[src/rtl/spmbc_regs.vh]
`ifndef SPMBC_REGS_VH
`define SPMBC_REGS_VH

// Register byte addresses.
`define SPMBC_ADDR_CAP0 32'h40000000
`define SPMBC_ADDR_CAP1 32'h40000004
`define SPMBC_ADDR_RSVA 32'h40000008
`define SPMBC_ADDR_RSVB 32'h4000000C
`define SPMBC_ADDR_RSVC 32'h40000010
`define SPMBC_ADDR_CSEL 32'h40000014
`define SPMBC_ADDR_MUTE0 32'h40000018
`define SPMBC_ADDR_MUTE1 32'h4000001C
`define SPMBC_ADDR_MUTE2 32'h40000020
`define SPMBC_ADDR_BRDG 32'h40000024

// Capture source select fields.
`define SPMBC_CSEL1_HI 6
`define SPMBC_CSEL1_LO 4
`define SPMBC_CSEL0_HI 2
`define SPMBC_CSEL0_LO 0
`define SPMBC_CSEL_RST 3'h0
`define SPMBC_CSEL_MAX 3'h4

// Mute input select field.
`define SPMBC_MUTE_HI 3
`define SPMBC_MUTE_LO 0
`define SPMBC_MUTE_RST 4'h0

// Bridge reset control bit.
`define SPMBC_BRDG_BIT 0
`define SPMBC_BRDG_RST 1'b0

// Capture registers.
`define SPMBC_CAP_RST 8'h00
`define SPMBC_CAP_WAIT 2'h2

// Boot start address.
`define SPMBC_BOOT_ADDR 32'h00000000

// Shared pin indices.
`define SPMBC_NPIN 17
`define SPMBC_PIN_S0DO 0
`define SPMBC_PIN_S0CK 1
`define SPMBC_PIN_S0SEL 2
`define SPMBC_PIN_S0ENA 3
`define SPMBC_PIN_S1SEL 4
`define SPMBC_PIN_S1ENA 5
`define SPMBC_PIN_S1CK 6
`define SPMBC_PIN_S1DO 7
`define SPMBC_PIN_S1DI 8

// Unshared pin indices.
`define SPMBC_NAUX 4
`define SPMBC_AUX_S0DI 0
`define SPMBC_AUX_TXFS 1
`define SPMBC_AUX_RXFS 2
`define SPMBC_AUX_AD0 3

`endif

[src/rtl/spmbc_top.v]
// Behaviour
// - A shared pin is driven when any sharing peripheral enables output.
// - With several enables, the highest fixed-priority peripheral supplies the value.
// - Sampled pin level goes to every sharing peripheral together, any direction.
// - SPI port zero beats I2C on its four shared pins.
// - Audio port zero first, audio port one or two second, SPI one last.
// - Two capture registers latch eight and five pin levels at external reset release.
// - Only external reset reloads captures; soft resets leave them unchanged.
// - Capture zero bit order follows the SPI zero, I2C and SPI one pins.
// - Capture one: select, enable, frame syncs, data pin; bits 5 to 3 reserved.
// - SPI zero and I2C pin group supports its three sharing options.
// - SPI one mode limits how many data pins audio ports may use.
// - SPI one four-pin modes free the unused select or enable pin for audio.
// - Execution starts from internal ROM at address zero after reset.
// - Capture source select holds two three-bit fields, codes 0 to 4 valid.
`timescale 1ns/1ps
`include "spmbc_regs.vh"

module spmbc_top (
  // Clock and reset.
  input wire ref_clk,
  input wire nrst,
  input wire soft_rst,
  // Register port.
  input wire [31:0] reg_addr,
  input wire [31:0] reg_wdata,
  input wire reg_wr,
  input wire reg_rd,
  output reg [31:0] reg_rdata,
  // First priority peripheral outputs.
  input wire [16:0] pri1_out,
  input wire [16:0] pri1_oe,
  // Second priority peripheral outputs.
  input wire [16:0] pri2_out,
  input wire [16:0] pri2_oe,
  // Third priority outputs, SPI one data pins only.
  input wire [1:0] pri3_out,
  input wire [1:0] pri3_oe,
  // Shared pads.
  input wire [16:0] pad_in,
  output reg [16:0] pad_out,
  output reg [16:0] pad_oe,
  // Unshared boot pads.
  input wire [3:0] aux_in,
  // Peripheral inputs.
  output wire [16:0] periph_in,
  output wire [3:0] aux_periph_in,
  // Configuration outputs.
  output wire [2:0] capture_select_field,
  output wire [2:0] capsel1,
  output wire [3:0] mute_sel0,
  output wire [3:0] mute_sel1,
  output wire [3:0] mute_sel2,
  output wire bridge_rst,
  output reg [31:0] boot_addr
);

  reg [16:0] pad_meta_q;
  reg [16:0] pad_sync_q;
  reg [3:0] aux_meta_q;
  reg [3:0] aux_sync_q;
  reg [1:0] cap_wait_q;
  reg cap_pend_q;
  reg [7:0] cap0_q;
  reg [7:0] cap1_q;
  reg [2:0] csel0_q;
  reg [2:0] csel1_q;
  reg [3:0] mute0_q;
  reg [3:0] mute1_q;
  reg [3:0] mute2_q;
  reg brdg_q;
  reg [31:0] rdata_d;
  wire [16:0] pri3_out_w;
  wire [16:0] pri3_oe_w;

  // Third priority exists only on the two SPI one data pins.
  assign pri3_out_w = {8'h00, pri3_out, 7'h00};
  assign pri3_oe_w = {8'h00, pri3_oe, 7'h00};

  // Per-pin merge of direction and value; first and second priority may own any pin, third only pins 7 and 8.
  genvar gi;
  generate
    for (gi = 0; gi < `SPMBC_NPIN; gi = gi + 1) begin : g_pin
      always @* begin
        pad_oe[gi] = pri1_oe[gi] | pri2_oe[gi] | pri3_oe_w[gi];
        if (pri1_oe[gi]) begin
          pad_out[gi] = pri1_out[gi];
        end else if (pri2_oe[gi]) begin
          pad_out[gi] = pri2_out[gi];
        end else begin
          pad_out[gi] = pri3_out_w[gi];
        end
      end
    end
  endgenerate

  // Pad inputs pass two flops, then fan out to all sharers at once.
  always @(posedge ref_clk or negedge nrst) begin
    if (!nrst) begin
      pad_meta_q <= 17'h00000;
      pad_sync_q <= 17'h00000;
      aux_meta_q <= 4'h0;
      aux_sync_q <= 4'h0;
    end else begin
      pad_meta_q <= pad_in;
      pad_sync_q <= pad_meta_q;
      aux_meta_q <= aux_in;
      aux_sync_q <= aux_meta_q;
    end
  end

  assign periph_in = pad_sync_q;
  assign aux_periph_in = aux_sync_q;

  // Boot capture runs once after external reset release, once sync is filled.
  always @(posedge ref_clk or negedge nrst) begin
    if (!nrst) begin
      cap_pend_q <= 1'b1;
      cap_wait_q <= 2'h0;
      cap0_q <= `SPMBC_CAP_RST;
      cap1_q <= `SPMBC_CAP_RST;
    end else if (cap_pend_q) begin
      if (cap_wait_q == `SPMBC_CAP_WAIT) begin
        cap_pend_q <= 1'b0;
        cap0_q <= {pad_sync_q[`SPMBC_PIN_S0DO], aux_sync_q[`SPMBC_AUX_S0DI],
                   pad_sync_q[`SPMBC_PIN_S0CK], pad_sync_q[`SPMBC_PIN_S0SEL],
                   pad_sync_q[`SPMBC_PIN_S0ENA], pad_sync_q[`SPMBC_PIN_S1DO],
                   pad_sync_q[`SPMBC_PIN_S1DI], pad_sync_q[`SPMBC_PIN_S1CK]};
        cap1_q <= {pad_sync_q[`SPMBC_PIN_S1SEL], pad_sync_q[`SPMBC_PIN_S1ENA],
                   3'h0, aux_sync_q[`SPMBC_AUX_TXFS],
                   aux_sync_q[`SPMBC_AUX_RXFS], aux_sync_q[`SPMBC_AUX_AD0]};
      end else begin
        cap_wait_q <= cap_wait_q + 2'h1;
      end
    end
  end

  // Writable configuration; soft reset clears these but never the captures.
  always @(posedge ref_clk or negedge nrst) begin
    if (!nrst) begin
      csel0_q <= `SPMBC_CSEL_RST;
      csel1_q <= `SPMBC_CSEL_RST;
      mute0_q <= `SPMBC_MUTE_RST;
      mute1_q <= `SPMBC_MUTE_RST;
      mute2_q <= `SPMBC_MUTE_RST;
      brdg_q <= `SPMBC_BRDG_RST;
    end else if (soft_rst) begin
      csel0_q <= `SPMBC_CSEL_RST;
      csel1_q <= `SPMBC_CSEL_RST;
      mute0_q <= `SPMBC_MUTE_RST;
      mute1_q <= `SPMBC_MUTE_RST;
      mute2_q <= `SPMBC_MUTE_RST;
      brdg_q <= `SPMBC_BRDG_RST;
    end else if (reg_wr) begin
      case (reg_addr)
        `SPMBC_ADDR_CSEL: begin
          csel0_q <= reg_wdata[`SPMBC_CSEL0_HI:`SPMBC_CSEL0_LO];
          csel1_q <= reg_wdata[`SPMBC_CSEL1_HI:`SPMBC_CSEL1_LO];
        end
        `SPMBC_ADDR_MUTE0: begin
          mute0_q <= reg_wdata[`SPMBC_MUTE_HI:`SPMBC_MUTE_LO];
        end
        `SPMBC_ADDR_MUTE1: begin
          mute1_q <= reg_wdata[`SPMBC_MUTE_HI:`SPMBC_MUTE_LO];
        end
        `SPMBC_ADDR_MUTE2: begin
          mute2_q <= reg_wdata[`SPMBC_MUTE_HI:`SPMBC_MUTE_LO];
        end
        `SPMBC_ADDR_BRDG: begin
          brdg_q <= reg_wdata[`SPMBC_BRDG_BIT];
        end
        default: begin
          brdg_q <= brdg_q;
        end
      endcase
    end
  end

  assign capture_select_field = csel0_q;
  assign capsel1 = csel1_q;
  assign mute_sel0 = mute0_q;
  assign mute_sel1 = mute1_q;
  assign mute_sel2 = mute2_q;
  assign bridge_rst = brdg_q;

  // Read mux; reserved and unmapped words read as zero.
  always @* begin
    rdata_d = 32'h00000000;
    if (reg_rd) begin
      case (reg_addr)
        `SPMBC_ADDR_CAP0: begin
          rdata_d = {24'h000000, cap0_q};
        end
        `SPMBC_ADDR_CAP1: begin
          rdata_d = {24'h000000, cap1_q};
        end
        `SPMBC_ADDR_CSEL: begin
          rdata_d = {25'h0000000, csel1_q, 1'b0, csel0_q};
        end
        `SPMBC_ADDR_MUTE0: begin
          rdata_d = {28'h0000000, mute0_q};
        end
        `SPMBC_ADDR_MUTE1: begin
          rdata_d = {28'h0000000, mute1_q};
        end
        `SPMBC_ADDR_MUTE2: begin
          rdata_d = {28'h0000000, mute2_q};
        end
        `SPMBC_ADDR_BRDG: begin
          rdata_d = {31'h00000000, brdg_q};
        end
        default: begin
          rdata_d = 32'h00000000;
        end
      endcase
    end
  end

  // Read data stands only in the cycle after the strobe.
  always @(posedge ref_clk or negedge nrst) begin
    if (!nrst) begin
      reg_rdata <= 32'h00000000;
      boot_addr <= `SPMBC_BOOT_ADDR;
    end else begin
      reg_rdata <= rdata_d;
      boot_addr <= `SPMBC_BOOT_ADDR;
    end
  end

endmodule // spmbc_top

[config.mk]
export PLATFORM = sky130hd
export DESIGN_NAME = spmbc_top
export DESIGN_NICKNAME = d
export VERILOG_FILES = /design/src/rtl/spmbc_top.v
export VERILOG_INCLUDE_DIRS = /design/src /design/src/rtl
export SDC_FILE = /design/constraint.sdc
export NUM_CORES = 1
export LEC_CHECK = 0
export BUFFER_PORTS_ARGS = -buffer_cell sky130_fd_sc_hd__buf_2
export CAP_MARGIN = 40
export CELL_PAD_IN_SITES_DETAIL_PLACEMENT = 2
export CELL_PAD_IN_SITES_GLOBAL_PLACEMENT = 2
export CORE_ASPECT_RATIO = 1.5
export CORE_MARGIN = 2
export CORE_UTILIZATION = 20
export CTS_CLUSTER_SIZE = 10
export DETAILED_ROUTE_END_ITERATION = 10
export PLACE_DENSITY_LB_ADDON = 0.3
export SETUP_SLACK_MARGIN = 0.02
export SLEW_MARGIN = 30
export SYNTH_ARGS = -nofsm -noshare
export SYNTH_HDL_FRONTEND = slang
export SYNTH_SLANG_ARGS = --single-unit
[constraint.sdc]
create_clock -name ref_clk -period 1.4 [get_ports ref_clk]
set_input_delay 0 -clock ref_clk [delete_from_list [all_inputs] [get_ports ref_clk]]
set_output_delay 0 -clock ref_clk [all_outputs]
set_load 0.01 [all_outputs]
Word level (Yosys, flattened, before mapping) --
Index checks and enable logic that the tools add are counted.
Word-level totals: register bits after elaboration 109, output and inout port bits 138, word-level logic and storage cells 113
Cells by class: $add $sub $neg 1, eq/ne operators 8, multiplexer cells 56, bitwise logic cells 20, reduce and logical (&&, ||, !) cells 13
Operators with widths (count):
- $eq 32x31->1 const B | 7
- $pmux 8 s7 | 1
- $mux 1 | 39
- $mux 4 | 9
- $or 1x1->1 | 19
- $mux 3 | 6
- $reduce_and 2->1 | 7
- $reduce_bool 2->1 | 6
- $mux 8 | 1
- $add 2x1->2 const B | 1
- $eq 2x2->1 const B | 1
- $not 1->1 | 1

Logic depth before layout (Yosys ltp) --
Gate-level depths: netlist of the first run.
depth in word-level cells 4, mapped depth 6, mapped depth without buffers 5

Worst setup path after synthesis of the first run --
Ideal clock, no wire load.
path type register to register, start register cap_wait_q[0], end register cap0_q[0], data arrival time 1.401 ns, required time 1.275 ns, slack -0.126 ns, cell stages (with the launch flop) 6, period minus slack after synthesis 1.526 ns, path through dfrtp_1 inv_1 ha_1 nand2_1 buf_1 mux2_2
Between the ends: cells in the longest elaborated chain, start to end 2
Ends and longest elaborated chain:
- from (decl) | RTL line spmbc_top.v:62 | reg [1:0] cap_wait_q;
- from (signal assigned) | RTL line spmbc_top.v:133 | cap_wait_q <= cap_wait_q + 2'h1;
- $eq 2x2->1 (no line)
- $reduce_and 2->1 (no line)
- to (signal assigned) | RTL line spmbc_top.v:120 | cap0_q <= `SPMBC_CAP_RST;
- to (signal assigned) | RTL line spmbc_top.v:125 | cap0_q <= {pad_sync_q[`SPMBC_PIN_S0DO], aux_sync_q[`SPMBC_AUX_S0DI],
- to (decl) | RTL line spmbc_top.v:64 | reg [7:0] cap0_q;
No other way between the ends. A chain may end at the register's enable or synchronous reset.

Final worst setup path of the first run --
start register cap_wait_q[0], end register cap1_q[6]
Between the ends: cells in the longest elaborated chain, start to end 2
Ends and longest elaborated chain:
- $eq 2x2->1 (no line)
- $reduce_and 2->1 (no line)
- to (signal assigned) | RTL line spmbc_top.v:121 | cap1_q <= `SPMBC_CAP_RST;
- to (signal assigned) | RTL line spmbc_top.v:129 | cap1_q <= {pad_sync_q[`SPMBC_PIN_S1SEL], pad_sync_q[`SPMBC_PIN_S1ENA],
- to (decl) | RTL line spmbc_top.v:65 | reg [7:0] cap1_q;
No other way between the ends.

==> impl_metrics.toml, run 1 <==
[clocking]
numCtsBuffers = 9
clock_path_buffers = 2
clk_latency_ps = 340
clock-sinks = 85
htreeDepth = 3
cts_tree = "yes"
cts.clk_slew.worst_paths_ps = 60
cts_root_buf = "clkbuf_16"

[logic_synthesis]
yosys.area.top_type_share_pct = 51.34
synth_seq_cells = 85
avgSynthCellArea_um2 = 11.34
ys_top_cells_by_area = "dfrtp_1 51%, buf_4 10%, mux2i_1 6.1%, mux2_2 4.1%, nand2b_1 4.1%"
synth_warnings = 0
syn_area_um2 = 4094
synth-main-ff-cell = "dfrtp_1"
syn_inst = 361
synth-edff-count = 0
ys_seq_area_share_pct = 51.99
async_flop_share_pct = 100.0
synth.most_common_cell = "dfrtp_1"
ys_types = 44
synth.largest_area_cell = "dfrtp_1"
netlist_top_cells_count = "84 x dfrtp_1, 56 x buf_4, 38 x nand2_1"

[setup_path]
crit_required_ps = 1620
crit_chain = "inv_1 -> ha_2 -> nand2_4 -> clkbuf_16 -> mux2_2"
worstPathArrival_ps = 1550
criticalPathCategory = "reg2reg"
crit_fanout = 6
endpoint_kind = "flop"
path_buf_inv = 2
slowest_stage = "dfrtp_1"
critPathLaunchType = "flop"
path_delay_family = "flip-flops"
cp_slowest_stage_delay_ps = 370

[layout]
nets = 793
fin_util_pct = 30.08
areaGrowthSynthToFinish_pct = 48.84
fin_area_um2 = 6093
diodes = 0
drive_gt1_share_pct = 48.19

[placement]
dpl-instance-area_um2 = 5456
hpwl_mm = 12.20
io_buffers = 218
place_congestion = 0.7576

[timing]
skew_ps = 6.798
hold_viol_final = 0
finalCritPeriodShare_pct = 94.72
final_max_slew_viol_count = 0
setup_viol = 0
timing.setup.tns_ps = 0
fin_crit_ps = 1326
clock.fmax_ghz = 0.7541
rsz0062_at_grt = "true"

[floorplanning]
rows = 64
fp.dieArea_um2 = 21650
io_pins = 300
core-area_um2 = 20260
initial_utilization_pct = 20.21
die_h_um = 179.2
die_w_um = 120.8

[drt]
drc = 0
drt_iter0_drc = 75
vias = 3655
postRouteWirelength_mm = 14.58
via_per_inst = 4.066
antenna_left = 0
dr.pass1.iters = 4
wl_per_cell_um = 16.21

[run_status]
run_status = "complete, no violations"

[power]
max-vdd-ir-drop_mv = 0.5232
p_leak_uw = 0.003203
p_per_area_nw_per_um2 = 938.1
finalPower_uw = 5716

[global_route]
grt_max_degree = 45
antenna_found_initial = 0
grt_pass1_wl_mm = 21.72
grt_usage_pct = 13.06
first_global_vias = 3954
grt_overflow = 0

[job]
cap_violations = 0

[worst_hold_path]
hold_class = "in2reg"
==> power by group <==
part           internal [uW]  total, uW  switching [uW]
combinational            331        725             394
clock                   1480       2450             972
sequential              2520       2540            23.4
total                   4330       5720            1390
==> sequential cells by signal, summed over array words and instances (netlist names) <==
| register | count |
|---|---|
| periph_in | 17 |
| cap1_q | 5 |
| mute_sel2 | 4 |
| cap_wait_q | 2 |
| capsel1 | 3 |
| capture_select_field | 3 |
| cap0_q | 8 |
| reg_rdata | 8 |
| pad_meta_q | 17 |
| aux_meta_q | 4 |
| bridge_rst | 1 |
| mute_sel1 | 4 |
| cap_pend_q | 1 |
| mute_sel0 | 4 |
| aux_periph_in | 4 |
==> layer usage <==
metal  vias to the layer above  global-route usage (%)  routed length (um)
li1                       1682                       -                   -
met1                      1770                   12.80                4803
met2                       195                   26.44                8362
met3                         8                   3.212                1246
met4                         0                   3.779                 165
met5                         -                       0                   0
==> area by class of cell <==
type	instances	area [um^2]
tap	264	330.3
clock buffer	11	252.7
multi-input combinational	264	1720
fill	2298	14170
clock inverter	5	58.81
sequential	85	2128
inverter	3	11.26
timing repair buffer	267	1592
==> stage by stage <==
step,hold WS [ps],instances,setup WS [ps]
detailed placement,-78.90,855,-274.0
floorplan,-295.6,416,22.13
global placement,-79.29,855,-195.3
global route,26.59,899,-13.56
finish,5.578,899,73.95
CTS,11.70,897,9.975
==> cells in the final DEF, fill, tap and decap left out, types with 2 or more instances in the layout <==
| cell type | netlist | final |
|---|---|---|
| a22o_1 | 3 | 3 |
| buf_12 | 0 | 4 |
| nand2_1 | 38 | 37 |
| dlygate4sd3_1 | 0 | 25 |
| nor3_1 | 2 | 2 |
| clkbuf_16 | 0 | 10 |
| nor4_1 | 6 | 6 |
| buf_2 | 2 | 217 |
| nand4_2 | 2 | 2 |
| or4_1 | 2 | 2 |
| conb_1 | 1 | 56 |
| nor4_2 | 2 | 2 |
| clkbuf_8 | 0 | 2 |
| nand2b_1 | 27 | 27 |
| or2_2 | 16 | 16 |
| inv_1 | 3 | 3 |
| buf_4 | 56 | 20 |
| nor2b_1 | 2 | 2 |
| a211oi_1 | 6 | 6 |
| o21ai_0 | 18 | 18 |
| a22oi_1 | 2 | 2 |
| dfrtp_1 | 84 | 84 |
| mux2_2 | 15 | 15 |
| and2_1 | 4 | 4 |
| and3_1 | 4 | 4 |
| clkinvlp_4 | 0 | 2 |
| nand4_1 | 12 | 12 |
| a2111oi_2 | 0 | 2 |
| mux2i_1 | 25 | 25 |
| or3_1 | 3 | 3 |
==> worst paths after layout <==
path / from / endpoint / slack, ps / cells after the start
setup / recovery: cap_wait_q[0] / cap1_q[6] / 70 / 5
hold / removal: reg_wdata[3] / mute_sel2[3] / 6 / 3
setup reg to reg: cap_wait_q[0] / cap1_q[6] / 70 / 5
hold reg to reg: pad_meta_q[3] / periph_in[3] / 350 / 0
max in group asynchronous: nrst / cap_pend_q / 710 / 3
min in group asynchronous: nrst / cap0_q[6] / 100 / 2
==> worst reg2reg max path, stage by stage, from the launching register on <==
cell and delay, ps:
dfrtp_1 370, inv_1 60, ha_2 200, nand2_4 100, clkbuf_16 160, mux2_2 320
==> cell families after synthesis <==
family	share of synthesized area (%)
compound gates	5.685
xor+xnor	0.2140
fa+ha+maj	0.3056
buf+inv	11.89
other cells	0.09160
flops	51.99
mux	10.24
simple gates	19.59
==> what timing repair did <==
action,4_1_cts,5_1_grt
buffers inserted,1,1
pin swaps,1,3
endpoints found under the hold margin,108,0
gates cloned,0,1
resized for setup,0,7
hold buffers,25,0
setup endpoints to repair,11,15
Power figures use the tool's default switching activity.
==> run 2, diff against run 1 <==
--- a/config.mk
+++ b/config.mk
@@ -12,7 +12,7 @@
 export CELL_PAD_IN_SITES_GLOBAL_PLACEMENT = 2
 export CORE_ASPECT_RATIO = 1.5
 export CORE_MARGIN = 2
-export CORE_UTILIZATION = 20
+export CORE_UTILIZATION = 22
 export CTS_CLUSTER_SIZE = 10
 export DETAILED_ROUTE_END_ITERATION = 10
 export PLACE_DENSITY_LB_ADDON = 0.3
==> constraint.sdc (replaced) <==
create_clock -name ref_clk -period 1.44 [get_ports ref_clk]
set_input_delay 0 -clock ref_clk [delete_from_list [all_inputs] [get_ports ref_clk]]
set_output_delay 0 -clock ref_clk [all_outputs]
set_load 0.01 [all_outputs]
==> impl_metrics.toml, run 2 (same netlist as run 1, synthesis figures left out) <==
[run_status]
run_status = "complete, no violations"

[setup_path]
endpoint_kind = "flop"
crit_fanout = 3
critPathLaunchType = "flop"
criticalPathCategory = "reg2reg"
cp-startpoint = "mute_sel1[2]"
r2r_start = "mute_sel1[2]"
regToRegSetupSlack_ps = 110
worstPathArrival_ps = 1540
crit_required_ps = 1650

[timing]
final_max_slew_viol_count = 0
setup_viol = 0
timing.setup.tns_ps = 0
whs_ps = 15.08
fin_crit_ps = 1326
skew_ps = 9.355
finalCritPeriodShare_pct = 92.06
hold_viol_final = 0
clock.fmax_ghz = 0.7543
tightest_slew_ps = 728.6
slew_headroom_pct = 51.35
rsz0062_at_grt = "false"

[global_route]
first_global_vias = 4063
grt_overflow = 0
grt_usage_pct = 13.44
grt_max_degree = 34
antenna_found_initial = 0
grt_pass1_wl_mm = 20.32

[layout]
fin_area_um2 = 6075
diodes = 0
drive_gt1_share_pct = 47.96
fillerInstances = 2057
fin_util_pct = 33.03
areaGrowthSynthToFinish_pct = 48.38
nets = 794
final_common_cell = "buf_2"
layout_common_cells = "217 x buf_2, 84 x dfrtp_1, 56 x conb_1"

[drt]
wl_per_cell_um = 15.16
via_per_inst = 4.119
drt_iter0_drc = 46
antenna_left = 0
postRouteWirelength_mm = 13.46
vias = 3658
dr.pass1.iters = 4
drc = 0

[floorplanning]
initial_utilization_pct = 22.26
rows = 61
die_h_um = 171.1
die_w_um = 115.4
io_pins = 300
core-area_um2 = 18390
fp.dieArea_um2 = 19740

[clocking]
clk_latency_ps = 340
cts_tree = "yes"
numCtsBuffers = 9
cts.clk_slew.worst_paths_ps = 70
clock_path_buffers = 2
clock-sinks = 85
htreeDepth = 3
cts_root_buf = "clkbuf_16"

[power]
max-vdd-ir-drop_mv = 0.4166
p_per_area_nw_per_um2 = 941.4
p_leak_uw = 0.003192

[placement]
hpwl_mm = 11.00
dpl-instance-area_um2 = 5469
place_congestion = 0.8678
io_buffers = 218

[worst_hold_path]
min-delay-start = "soft_rst"
hold_class = "in2reg"

[job]
cap_violations = 0
==> run 2: cell count changes in the layout (fill, tap and decap cells not counted), sizes merged <==
cell / previous run / this run
buf: 241 / 243
clkbuf: 12 / 10
inv: 3 / 5
bufinv: 1 / 2
clkinv: 2 / 1
clkinvlp: 2 / 1
==> run 2: worst paths after layout <==
path                            endpoint  cells after the start
max                         reg_rdata[2]                      4
min                         mute_sel1[1]                      3
max reg2reg                 reg_rdata[2]                      4
min reg2reg                periph_in[12]                      0
max in group asynchronous     cap_pend_q                      3
min in group asynchronous      cap0_q[3]                      2
==> run 2: final cells by class <==
type	instances	area, um^2	area share, %
Sequential cell	85	2128	35.04
Multi-Input combinational cell	264	1703	28.03
Clock buffer	10	229.0	3.769
Inverter	3	11.26	0.1854
Tap cell	252	315.3	5.191
Clock inverter	6	93.84	1.545
Timing Repair Buffer	268	1594	26.24
==> run 2: per-stage QoR <==
| stage | cells | setup slack [ps] | power (uW) |
|---|---|---|---|
| 6_report | 888 | 114.3 | 5719 |
| 4_1_cts | 887 | 30.48 | 5834 |
| 5_1_grt | 888 | 20.78 | 5995 |
| 3_5_place_dp | 845 | -215.2 | 3181 |
| 2_1_floorplan | 416 | 62.13 | 2856 |
| 3_3_place_gp | 845 | -138.9 | 3153 |
==> run 2: timing repair <==
item                                    in CTS  in global routing
gates resized for setup                      1                  3
buffers inserted                             1                  1
hold buffers                                25                  0
endpoints found under the hold margin       55                  0
endpoints found under the setup margin       1                  5
pin swaps                                    2                  4
==> run 2: critical path: stages (launching register included) <==
cell	delay [ps]
dfrtp_1	390
mux2i_2	120
nor4_2	180
a211oi_1	110
a2111oi_2	410
==> run 2: layer usage <==
metal | GRT usage, % | vias to the layer above | routed length [um]
met5 | 0 | - | 0
met4 | 4.924 | 0 | 309
met3 | 3.542 | 14 | 1123
met2 | 27.03 | 200 | 7536
met1 | 12.51 | 1767 | 4494
li1 | - | 1677 | -
==> run 2: power breakdown <==
part	internal, uW	switching (uW)
registers	2450	21.2
logic	329	383
clock network	1540	1000
total	4310	1410
==> run 3, diff against run 2 <==
--- a/config.mk
+++ b/config.mk
@@ -8,7 +8,7 @@
 export LEC_CHECK = 0
 export BUFFER_PORTS_ARGS = -buffer_cell sky130_fd_sc_hd__buf_2
 export CAP_MARGIN = 40
-export CELL_PAD_IN_SITES_DETAIL_PLACEMENT = 2
+export CELL_PAD_IN_SITES_DETAIL_PLACEMENT = 1
 export CELL_PAD_IN_SITES_GLOBAL_PLACEMENT = 2
 export CORE_ASPECT_RATIO = 1.5
 export CORE_MARGIN = 2
==> impl_metrics.toml, run 3 (same netlist as run 1, synthesis figures left out) <==
[floorplanning]
fp.dieArea_um2 = 19740
io_pins = 300
rows = 61
initial_utilization_pct = 22.26
core-area_um2 = 18390
die_w_um = 115.4
die_h_um = 171.1

[global_route]
antenna_found_initial = 0
grt_max_degree = 34
first_global_vias = 3840
grt_overflow = 0
grt_pass1_wl_mm = 18.73
grt_usage_pct = 12.44

[layout]
fillerInstances = 2155
multi_input_area_um2 = 1703
nets = 794
fin_util_pct = 32.99
areaGrowthSynthToFinish_pct = 48.23
final_common_cell = "buf_2"
layout_common_cells = "217 x buf_2, 84 x dfrtp_1, 56 x conb_1"
drive_gt1_share_pct = 48.11
regArea_um2 = 2128
diodes = 0

[drt]
highest_layer = "met4"
drt-met1-wl_mm = 4.211
wl_met2_mm = 7.012
drt_iter0_drc = 59
postRouteWirelength_mm = 12.60
vias = 3615
wl_per_cell_um = 14.19
dr.pass1.iters = 4
drc = 0
wl_met3_mm = 1.053
via_per_inst = 4.071
antenna_left = 0

[setup_path]
path_buf_inv = 2
endpoint_kind = "flop"
slowest_stage = "dfrtp_1"
worstPathArrival_ps = 1560
crit_fanout = 9
crit_required_ps = 1660
r2r-end = "cap0_q[4]"
criticalPathCategory = "reg2reg"
path_delay_family = "flip-flops"
r2r_start = "cap_wait_q[0]"
reg2reg_depth = 5
cp_slowest_stage_delay_ps = 380
regToRegSetupSlack_ps = 100
critPathLaunchType = "flop"
crit_chain = "inv_1 -> ha_1 -> nand2_2 -> buf_12 -> mux2_2"

[clocking]
clk_latency_ps = 340
cts.clk_slew.worst_paths_ps = 70
clock-sinks = 85
cts_tree = "yes"
numCtsBuffers = 9
clock_path_buffers = 2
cts_root_buf = "clkbuf_16"
htreeDepth = 3

[timing]
hold_viol_final = 0
setup_viol = 0
rsz0062_at_grt = "true"
final_max_slew_viol_count = 0
tightest_slew_ps = 699.7
clock.fmax_ghz = 0.7473
skew_ps = 5.253
fin_crit_ps = 1338
slew_headroom_pct = 53.28
finalCritPeriodShare_pct = 92.92

[power]
combPwrFrac_pct = 12.5
p_leak_uw = 0.003191
power_frac_seq_pct = 43.9
p_int_uw = 4200
max-vdd-ir-drop_mv = 0.4183
sw_frac_of_total_pct = 25.21
p_per_area_nw_per_um2 = 925.5
power_switching_uw = 1416
clock_power_share_pct = 43.6
finalPower_uw = 5616

[worst_hold_path]
holdPathStages = 3
min-delay-start = "soft_rst"
hold_class = "in2reg"
min_to = "mute_sel1[1]"

[placement]
io_buffers = 218
place_congestion = 0.8678
hpwl_mm = 10.22

[job]
cap_violations = 0

[run_status]
run_status = "complete, no violations"
==> run 3: cell type report <==
cell class	instances	share of cell area (%)
Clock buffer	10	3.938
Sequential cell	85	35.07
Multi-Input combinational cell	264	28.06
Clock inverter	6	1.278
Inverter	3	0.1856
Tap cell	252	5.196
Timing Repair Buffer	268	26.27
==> run 3: how the worst max path moves through the flow <==
| stage | startpoint | to | cells after the start |
|---|---|---|---|
| 2_1_floorplan | reg_addr[12] | reg_rdata[7] | 5 |
| 3_3_place_gp | reg_addr[12] | reg_rdata[3] | 7 |
| 3_5_place_dp | reg_addr[1] | reg_rdata[2] | 5 |
| 4_1_cts | mute_sel0[2] | reg_rdata[2] | 4 |
| 5_1_grt | mute_sel1[2] | reg_rdata[2] | 4 |
| 6_report | cap_wait_q[0] | cap0_q[4] | 5 |
==> run 3: repair_timing <==
item                                    4_1_cts  5_1_grt
endpoints found under the setup margin        1        5
setup buffers                                 2        0
resized for setup                             1        3
hold buffers                                 25        0
endpoints found under the hold margin        55        0
pin swaps                                     2        3
==> run 3: tightest hold or removal path, cell delays in order <==
cell      delay, ps
buf_2           140
nand2b_1        120
mux2i_1          60
==> run 3: metrics by stage <==
stage | TNS, ps | setup WS [ps] | instances | hold WS, ps | area (um^2)
finish | 0 | 101.9 | 888 | 28.58 | 6068
global route | -11.99 | -11.99 | 888 | 57.02 | 6068
CTS | 0 | 36.86 | 888 | 12.05 | 6055
detailed placement | -2715 | -209.2 | 845 | 10.30 | 5469
global placement | -1975 | -138.9 | 845 | -6.035 | 5469
floorplan | 0 | 62.13 | 416 | -295.6 | 4302
==> run 3: metal layers <==
metal / GRT usage, % / vias up
met5: 0 / -
met4: 5.867 / 0
met3: 3.330 / 18
met2: 23.98 / 210
met1: 11.88 / 1698
li1: - / 1689
==> run 3: power groups by stage <==
stage                     combinational, uW  clock (uW)  sequential, uW
after floorplan                         331           0            2520
after global placement                  641           0            2510
after detailed placement                657           0            2510
after CTS                               713        2540            2470
after global routing                    779        2650            2470
final                                   701        2450            2470
